## src/common/sync_card_params.svh

```systemverilog
// Offsets, field positions and reset values of the synchronous card line block.
// Assumes a 32-bit classic Wishbone slave with byte addresses.
`ifndef SYNC_CARD_PARAMS_SVH
`define SYNC_CARD_PARAMS_SVH
`define CARD_CTL_OFS     8'h80
`define LINE_RST_OFS     8'h90
`define LINE_CLK_OFS     8'h94
`define LINE_FCB_OFS     8'h98
`define LINE_SPU_OFS     8'h9c
`define LINE_IO_OFS      8'ha0
`define BIT_IN_EN        13
`define BIT_OUT_EN       12
`define BIT_FAST_OD      11
`define BIT_OPEN_DRAIN   10
`define BIT_PULL_UP      9
`define BIT_WEAK_LOW     8
`define BIT_PIN_SAMPLE   1
`define BIT_DRIVE_VAL    0
`define BIT_SYNC_SEL     0
`define BIT_PORT_EN      7
`define LINE_RESET_VAL   14'h0000
`define CTL_RESET_VAL    8'h00
`define LINE_WR_MASK     32'h00003f01
`define CTL_WR_MASK      32'h000000d7
`define FAST_HIGH_NS     100
`define CLK_PERIOD_NS    100
`define FAST_HIGH_CYC    (((`FAST_HIGH_NS) + (`CLK_PERIOD_NS) - 1) / (`CLK_PERIOD_NS))
`endif

```

## src/common/sync_card_pkg.sv

```systemverilog
// Types shared by the synchronous card line block.
// Assumes the params header for numeric constants.
package sync_card_pkg;
  typedef enum logic [2:0]
  {
    LINE_RESET = 3'h0,
    LINE_CLOCK = 3'h1,
    LINE_FCB   = 3'h2,
    LINE_SPU   = 3'h3,
    LINE_IO    = 3'h4
  } line_idx_t;
  typedef logic [13:0] line_cfg_t;
endpackage

```

## src/hw/card_line_pad.sv

```systemverilog
// One card line pad driver: drive style, fast open-drain pulse and pin sampler.
// Assumes one clock; the pin input arrives asynchronously from the card.
`timescale 1ns/10ps
`default_nettype none
`include "sync_card_params.svh"
module card_line_pad
(
  input  wire logic        clk_i,
  input  wire logic        rst_i,
  input  wire logic [13:0] cfg_i,
  input  wire logic        port_en_i,
  input  wire logic        pin_i,
  output logic             pin_o,
  output logic             pin_oe_n_o,
  output logic             pull_up_o,
  output logic             pull_dn_o,
  output logic             sample_o
);
  logic [2:0] sync_r;
  logic [2:0] sync_nxt;
  logic       sample_r;
  logic       sample_nxt;
  logic       val_d_r;
  logic       val_d_nxt;
  logic       drv_r;
  logic       drv_nxt;
  logic       oe_n_r;
  logic       oe_n_nxt;
  logic       pu_r;
  logic       pu_nxt;
  logic       pd_r;
  logic       pd_nxt;

  // Next-value logic; the sample only moves when the last two stages agree.
  always_comb
  begin
    sync_nxt   = {sync_r[1:0], pin_i};
    sample_nxt = sample_r;
    if (sync_r[2] == sync_r[1])
    begin
      sample_nxt = sync_r[2];
    end
    val_d_nxt = cfg_i[`BIT_DRIVE_VAL];
    drv_nxt   = cfg_i[`BIT_DRIVE_VAL];
    oe_n_nxt  = 1'b1;
    pu_nxt    = port_en_i & cfg_i[`BIT_PULL_UP];
    pd_nxt    = port_en_i & cfg_i[`BIT_WEAK_LOW];
    if (port_en_i && cfg_i[`BIT_OUT_EN])
    begin
      if (cfg_i[`BIT_FAST_OD])
      begin
        oe_n_nxt = cfg_i[`BIT_DRIVE_VAL] & val_d_r;
      end
      else if (cfg_i[`BIT_OPEN_DRAIN])
      begin
        oe_n_nxt = cfg_i[`BIT_DRIVE_VAL];
      end
      else
      begin
        oe_n_nxt = 1'b0;
      end
    end
  end

  // Register stage; all outputs but sample_o come straight from these flops.
  always_ff @(posedge clk_i)
  begin
    if (rst_i)
    begin
      sync_r   <= 3'h0;
      sample_r <= 1'b0;
      val_d_r  <= 1'b0;
      drv_r    <= 1'b0;
      oe_n_r   <= 1'b1;
      pu_r     <= 1'b0;
      pd_r     <= 1'b0;
    end
    else
    begin
      sync_r   <= sync_nxt;
      sample_r <= sample_nxt;
      val_d_r  <= val_d_nxt;
      drv_r    <= drv_nxt;
      oe_n_r   <= oe_n_nxt;
      pu_r     <= pu_nxt;
      pd_r     <= pd_nxt;
    end
  end

  // input path gate; a disabled input reads zero.
  assign sample_o   = sample_r & cfg_i[`BIT_IN_EN];
  assign pin_o      = drv_r;
  assign pin_oe_n_o = oe_n_r;
  assign pull_up_o  = pu_r;
  assign pull_dn_o  = pd_r;
endmodule
`default_nettype wire

```

## src/hw/sync_card_line_control.sv

```systemverilog
// Synchronous card line control: five line registers and a card control register on Wishbone.
// Assumes classic Wishbone with 32-bit data, byte selects, one clock and synchronous reset.
`timescale 1ns/10ps
`default_nettype none
`include "sync_card_params.svh"
module sync_card_line_control
(
  input  wire logic        clk_i,
  input  wire logic        rst_i,
  input  wire logic [7:0]  adr_i,
  input  wire logic [31:0] dat_i,
  input  wire logic [3:0]  sel_i,
  input  wire logic        we_i,
  input  wire logic        cyc_i,
  input  wire logic        stb_i,
  output logic      [31:0] dat_o,
  output logic             ack_o,
  input  wire logic [4:0]  line_pin_i,
  output logic      [4:0]  line_pin_o,
  output logic      [4:0]  line_pin_oe_n_o,
  output logic      [4:0]  pull_up_o,
  output logic      [4:0]  weak_low_bias_o
);
  import sync_card_pkg::*;

  sync_card_pkg::line_cfg_t cfg_r [5];
  sync_card_pkg::line_cfg_t cfg_nxt [5];
  logic [7:0]  ctl_r;
  logic [7:0]  ctl_nxt;
  logic [31:0] dat_r;
  logic [31:0] dat_nxt;
  logic        ack_r;
  logic        ack_nxt;
  logic [4:0]  sample;
  logic [4:0]  port_en;
  logic [31:0] bmask;
  logic        req;
  logic        hit_line;
  logic        hit_ctl;
  logic [2:0]  line_sel;

  // A request is new only while ack is low, so each access answers once.
  assign req = cyc_i & stb_i & ~ack_r;
  assign bmask = {{8{sel_i[3]}}, {8{sel_i[2]}}, {8{sel_i[1]}}, {8{sel_i[0]}}};

  // Address decode; unmapped addresses ack with zero data and drop writes.
  always_comb
  begin
    hit_line = 1'b0;
    hit_ctl  = 1'b0;
    line_sel = 3'h0;
    if (adr_i[7:2] == 6'(`LINE_RST_OFS >> 2))
    begin
      hit_line = 1'b1;
      line_sel = LINE_RESET;
    end
    else if (adr_i[7:2] == 6'(`LINE_CLK_OFS >> 2))
    begin
      hit_line = 1'b1;
      line_sel = LINE_CLOCK;
    end
    else if (adr_i[7:2] == 6'(`LINE_FCB_OFS >> 2))
    begin
      hit_line = 1'b1;
      line_sel = LINE_FCB;
    end
    else if (adr_i[7:2] == 6'(`LINE_SPU_OFS >> 2))
    begin
      hit_line = 1'b1;
      line_sel = LINE_SPU;
    end
    else if (adr_i[7:2] == 6'(`LINE_IO_OFS >> 2))
    begin
      hit_line = 1'b1;
      line_sel = LINE_IO;
    end
    else if (adr_i[7:2] == 6'(`CARD_CTL_OFS >> 2))
    begin
      hit_ctl = 1'b1;
    end
  end

  // Register write and read next values.
  always_comb
  begin
    for (int i = 0; i < 5; i++)
    begin
      cfg_nxt[i] = cfg_r[i];
    end
    ctl_nxt = ctl_r;
    dat_nxt = dat_r;
    ack_nxt = req;
    if (req && we_i && hit_line)
    begin
      cfg_nxt[line_sel] = 14'((({18'h0, cfg_r[line_sel]} & ~(bmask & `LINE_WR_MASK))
                        | (dat_i & bmask & `LINE_WR_MASK)));
    end
    if (req && we_i && hit_ctl && sel_i[0])
    begin
      ctl_nxt = 8'(dat_i & `CTL_WR_MASK);
    end
    if (req && !we_i)
    begin
      dat_nxt = 32'h0;
      if (hit_line)
      begin
        dat_nxt = {18'h0, cfg_r[line_sel][13:2], sample[line_sel], cfg_r[line_sel][0]};
      end
      else if (hit_ctl)
      begin
        dat_nxt = {24'h0, ctl_r};
      end
    end
  end

  // Register stage for control state and bus answer.
  always_ff @(posedge clk_i)
  begin
    if (rst_i)
    begin
      for (int i = 0; i < 5; i++)
      begin
        cfg_r[i] <= `LINE_RESET_VAL;
      end
      ctl_r <= `CTL_RESET_VAL;
      dat_r <= 32'h0;
      ack_r <= 1'b0;
    end
    else
    begin
      for (int i = 0; i < 5; i++)
      begin
        cfg_r[i] <= cfg_nxt[i];
      end
      ctl_r <= ctl_nxt;
      dat_r <= dat_nxt;
      ack_r <= ack_nxt;
    end
  end

  assign dat_o = dat_r;
  assign ack_o = ack_r;

  assign port_en = {5{ctl_r[`BIT_PORT_EN] & ctl_r[`BIT_SYNC_SEL]}};

  generate
    for (genvar g = 0; g < 5; g++)
    begin : g_line
      card_line_pad u_pad
      (
        .clk_i      (clk_i),
        .rst_i      (rst_i),
        .cfg_i      (cfg_r[g]),
        .port_en_i  (port_en[g]),
        .pin_i      (line_pin_i[g]),
        .pin_o      (line_pin_o[g]),
        .pin_oe_n_o (line_pin_oe_n_o[g]),
        .pull_up_o  (pull_up_o[g]),
        .pull_dn_o  (weak_low_bias_o[g]),
        .sample_o   (sample[g])
      );
    end
  endgenerate

  // the same drive rules hold on every line.
  generate
    for (genvar k = 0; k < 5; k++)
    begin : g_chk

    end
  endgenerate
endmodule
`default_nettype wire

```

## config.mk

```make
export PLATFORM = sky130hd
export DESIGN_NAME = sync_card_line_control
export DESIGN_NICKNAME = d
export VERILOG_FILES = /design/src/common/sync_card_pkg.sv /design/src/hw/card_line_pad.sv /design/src/hw/sync_card_line_control.sv
export VERILOG_INCLUDE_DIRS = /design/src /design/src/common
export SDC_FILE = /design/constraint.sdc
export NUM_CORES = 1
export LEC_CHECK = 0
export ABC_AREA = 1
export ABC_CLOCK_PERIOD_IN_PS = 1200
export BUFFER_PORTS_ARGS = -buffer_cell sky130_fd_sc_hd__buf_2
export CAP_MARGIN = 20
export CORE_ASPECT_RATIO = 1.75
export CORE_MARGIN = 1
export CORE_UTILIZATION = 50
export DETAILED_ROUTE_END_ITERATION = 8
export PLACE_DENSITY = 0.76
export SYNTH_ARGS = -nofsm -noshare
export SYNTH_HDL_FRONTEND = slang
export SYNTH_SLANG_ARGS = --single-unit
export TNS_END_PERCENT = 50
```

## constraint.sdc

```tcl
create_clock -name clk_i -period 1.2 [get_ports clk_i]
set_input_delay 0.06 -clock clk_i [delete_from_list [all_inputs] [get_ports clk_i]]
set_output_delay 0.06 -clock clk_i [all_outputs]
set_load 0.005 [all_outputs]
```

==> results.txt <==
- CP Data Required Time: 1.52 ns
- Cell type with the highest aggregate area in the netlist: sky130_fd_sc_hd__dfxtp_1
- Arrival time of the worst setup path: 1.69 ns
* Ant diodes: 0
* IO Port Bufs: 64
* Top_reg_cell synth: sky130_fd_sc_hd__dfxtp_1
* Critical setup path kind: reg -> reg
* Instance count along the most critical hold path: 3
- Maximum number of pins on one net before global-route repair: 48
- Counting flops with a built-in enable in the synthesized netlist gives 0.
- Hold endpoint: ack_o
* Clock-pin slew of the registers on the worst-case setup and hold paths: 0.05 ns
- Final Instance Count excl. Fillers: 1000
- At the later pin of the worst-skew pair, clock insertion delay measures 0.42 ns.
* Average wire per standard cell: 13.7 um
- Core area: 0.0104 mm^2
- After detailed routing, the number of vias per cell comes to 4.95.
* Worst-case reg-to-reg path depth: 9
- Number of fill cells in the layout: 865
- CTS saw 126 sinks.
- Fraction of final layout cells sized beyond drive strength 1: 24.1%
- Tightest hold margin: -0.0536 ns
- The routed design could run at a clock period as short as 1.38 ns.
- The final hold violation count was 1.
* Number of hold buffers added after CTS: 11
- For this block, the via count after detailed routing is 4945.
- Number of DRC markers in iteration 0: 308
- Sum of routed wire length over all layers: 13700 um
- Violations in the final reports: hold timing, setup timing
* Global Route Usage Sum: 26.1%
- At the end of the flow, the number of nets in the layout was 914.
- Overall power after layout: 9.90 mW
- In this run, CTS created clock tree buffers numbering 17.
- Placer congestion estimate: 0.920
* First-pass GRT wire length: 22100 um
- Setup ws final: -0.176 ns
- Effective utilization at floorplan: 52.1%
- Area growth from synthesis to final layout: 27.8%
* Antenna-violating nets left: 0
- Cell with the most instances after synthesis: sky130_fd_sc_hd__inv_1
- The worst hold path belongs to the class in -> reg.
- By count the netlist is led by sky130_fd_sc_hd__inv_1 (137), sky130_fd_sc_hd__nand2_1 (130), sky130_fd_sc_hd__dfxtp_1 (126), sky130_fd_sc_hd__nor2_1 (102), sky130_fd_sc_hd__nand3_1 (76).
* Drt drc: 0
* Clock tree from TritonCTS: built
- For this run, the number of Yosys warnings is 0.
- CP startpoint kind: flop
* Maximum fanout along the worst path: 5
* First-pass iteration count of the detailed router: 5
- The count of pins over their slew limit is 0.
* Post-placement worst setup slack: -0.284 ns
- The worst register-to-register path ends at cfg_r[1][12].
- Launch instance of the worst min-delay path: stb_i
* DP Area: 0.00601 mm^2
- Antenna violations before repair: 0
* Die area: 0.0112 mm^2
- After detailed placement, the design holds a cell count of 954.
- Final critical-path share of the clock period: 115%
* Achievable frequency: 727 MHz
* Buffer depth of the longest clock path: 2
- In this run the vertical extent of the chip is 139 um.
- Dominant cells by area after synthesis: sky130_fd_sc_hd__dfxtp_1 (47%), sky130_fd_sc_hd__inv_1 (9.5%), sky130_fd_sc_hd__nand2_1 (9.0%)
- Portion of synthesized cell area occupied by the leading cell type: 46.7%
- R2r startpoint: ack_o
- Final Cell Area: 0.00690 mm^2
- In this run the count of I/O pins placed on the die edge is 107.
- Max IR drop VDD: 1110 uV
- Cell count after synthesis: 758
- # H-tree levels: 4
- Post-synthesis area per instance: 7.12 um^2
* Rows: 49
- Proportion of register bits with asynchronous set or reset after synthesis: 0%
- Clk root buf: sky130_fd_sc_hd__clkbuf_16
- Number of global-route vias before repair: 4808
- Reg2reg setup slack: -0.18 ns
- Max-cap violations in this run came to 0.
* Clock skew after layout: 0.00832 ns
- In this run the static leakage power is 3.20 nW.
- Synthesis instantiated 26 different standard cells from the library.
* Total congestion overflow: 0
- Setup repair after global routing could not meet its margin everywhere.
- Endpoint kind of the worst setup timing path: flop
- Outcome: complete, but fails checks
* Horiz. Die Dim: 80.5 um
- Half-perimeter wire length after detailed placement: 9470 um
- Dividing total power by cell area gives a power density of 1430 mW/mm^2.
* Setup Viol. Count Final: 55
- Sequential area share after synthesis: 46.7%
* Count of state elements after synthesis: 126
- Mapped cell area: 0.00540 mm^2
state kept, by name, indices dropped and copies added (netlist names):
| signal | flops |
|---|---|
| g_line.u_pad.val_d_r | 3 |
| g_line.u_pad.sync_r | 15 |
| g_line.u_pad.pull_up_o | 5 |
| g_line.u_pad.sample_r | 5 |
| g_line.u_pad.pull_dn_o | 5 |
| g_line.u_pad.pin_o | 2 |
| g_line.u_pad.pin_oe_n_o | 5 |
| ack_o | 1 |
| dat_o | 14 |
| cfg_r | 65 |
| ctl_r | 6 |
cell type report:
class / instances / area (um^2) / share of cell area (%)
Sequential cell: 126 / 2520 / 36.6
Tap cell: 127 / 159 / 2.30
Inverter: 145 / 554 / 8.03
Clock inverter: 13 / 166 / 2.41
Clock buffer: 19 / 443 / 6.42
Multi-Input combinational cell: 445 / 2150 / 31.1
Timing Repair Buffer: 125 / 907 / 13.1
critical path, stage by stage (launching register included):
cell,delay [ns]
sky130_fd_sc_hd__dfxtp_2,0.33
sky130_fd_sc_hd__nor2_4,0.15
sky130_fd_sc_hd__nand2_2,0.09
sky130_fd_sc_hd__inv_2,0.07
sky130_fd_sc_hd__nand2_4,0.06
sky130_fd_sc_hd__nor2_4,0.22
sky130_fd_sc_hd__buf_12,0.15
sky130_fd_sc_hd__nand3_2,0.07
sky130_fd_sc_hd__nand2_1,0.07
sky130_fd_sc_hd__inv_1,0.04
layout by cell type (no fill, tap or decap), drive strengths merged:
cell,count
dfxtp,126
nand2,139
o211ai,1
o21ai,33
nor3,2
bufinv,3
inv,145
clkbuf,19
clkinv,4
buf,114
or2,1
nand3,81
dlygate4sd3,11
nand4,7
a21oi,53
conb,18
o21a,2
nor2,108
clkinvlp,6
layer usage:
metal | up-vias | wire length (um) | global-route usage, % | part of all wire [%]
li1 | 2478 | - | - | -
met1 | 2232 | 5180 | 26.5 | 38
met2 | 183 | 7140 | 45.9 | 52
met3 | 52 | 641 | 6.30 | 4.7
met4 | 0 | 718 | 16.6 | 5.2
met5 | - | 0 | 0 | 0
worst max path at each step:
stage / start / endpoint / slack, ns / depth (start not counted)
2_1_floorplan: ack_o / cfg_r[3][13] / -0.01 / 10
3_3_place_gp: adr_i[5] / cfg_r[3][12] / -0.28 / 11
3_5_place_dp: adr_i[7] / cfg_r[3][9] / -0.28 / 12
4_1_cts: ack_o / cfg_r[1][10] / -0.13 / 9
5_1_grt: ack_o / cfg_r[1][8] / -0.24 / 8
6_report: ack_o / cfg_r[1][12] / -0.18 / 9
what timing repair did:
item | CTS | global route
pin swaps | 8 | 12
buffers inserted | 1 | 2
hold endpoints to repair | 12 | 1
gates resized for setup | 27 | 24
setup endpoints to repair | 48 | 51
where the power goes:
group / leakage [nW] / internal (mW) / switching, mW
logic: 1.91 / 0.171 / 0.277
clock network: 0.277 / 3.32 / 1.91
registers: 1.02 / 4.21 / 0.0129
cells by family after synthesis:
group                  share of synthesized area, %
AND/OR/NAND/NOR                                27.8
AO/OA/AOI/OAI                                  8.39
buffers and inverters                          17.0
flip-flops                                     46.7
other                                        0.0695
per-stage QoR:
| step | setup TNS, ns | hold WS, ns | util, % |
|---|---|---|---|
| final | -5.76 | -0.0536 | 66.6 |
| after global routing | -9.63 | -0.0439 | 66.6 |
| after CTS | -3.50 | -0.0631 | 65.7 |
| after detailed placement | -11.92 | 0.267 | 58.0 |
| after global placement | -10.99 | 0.259 | 58.0 |
| after floorplan | -0.135 | 0.167 | - |
(Power assumes the default switching activity.)
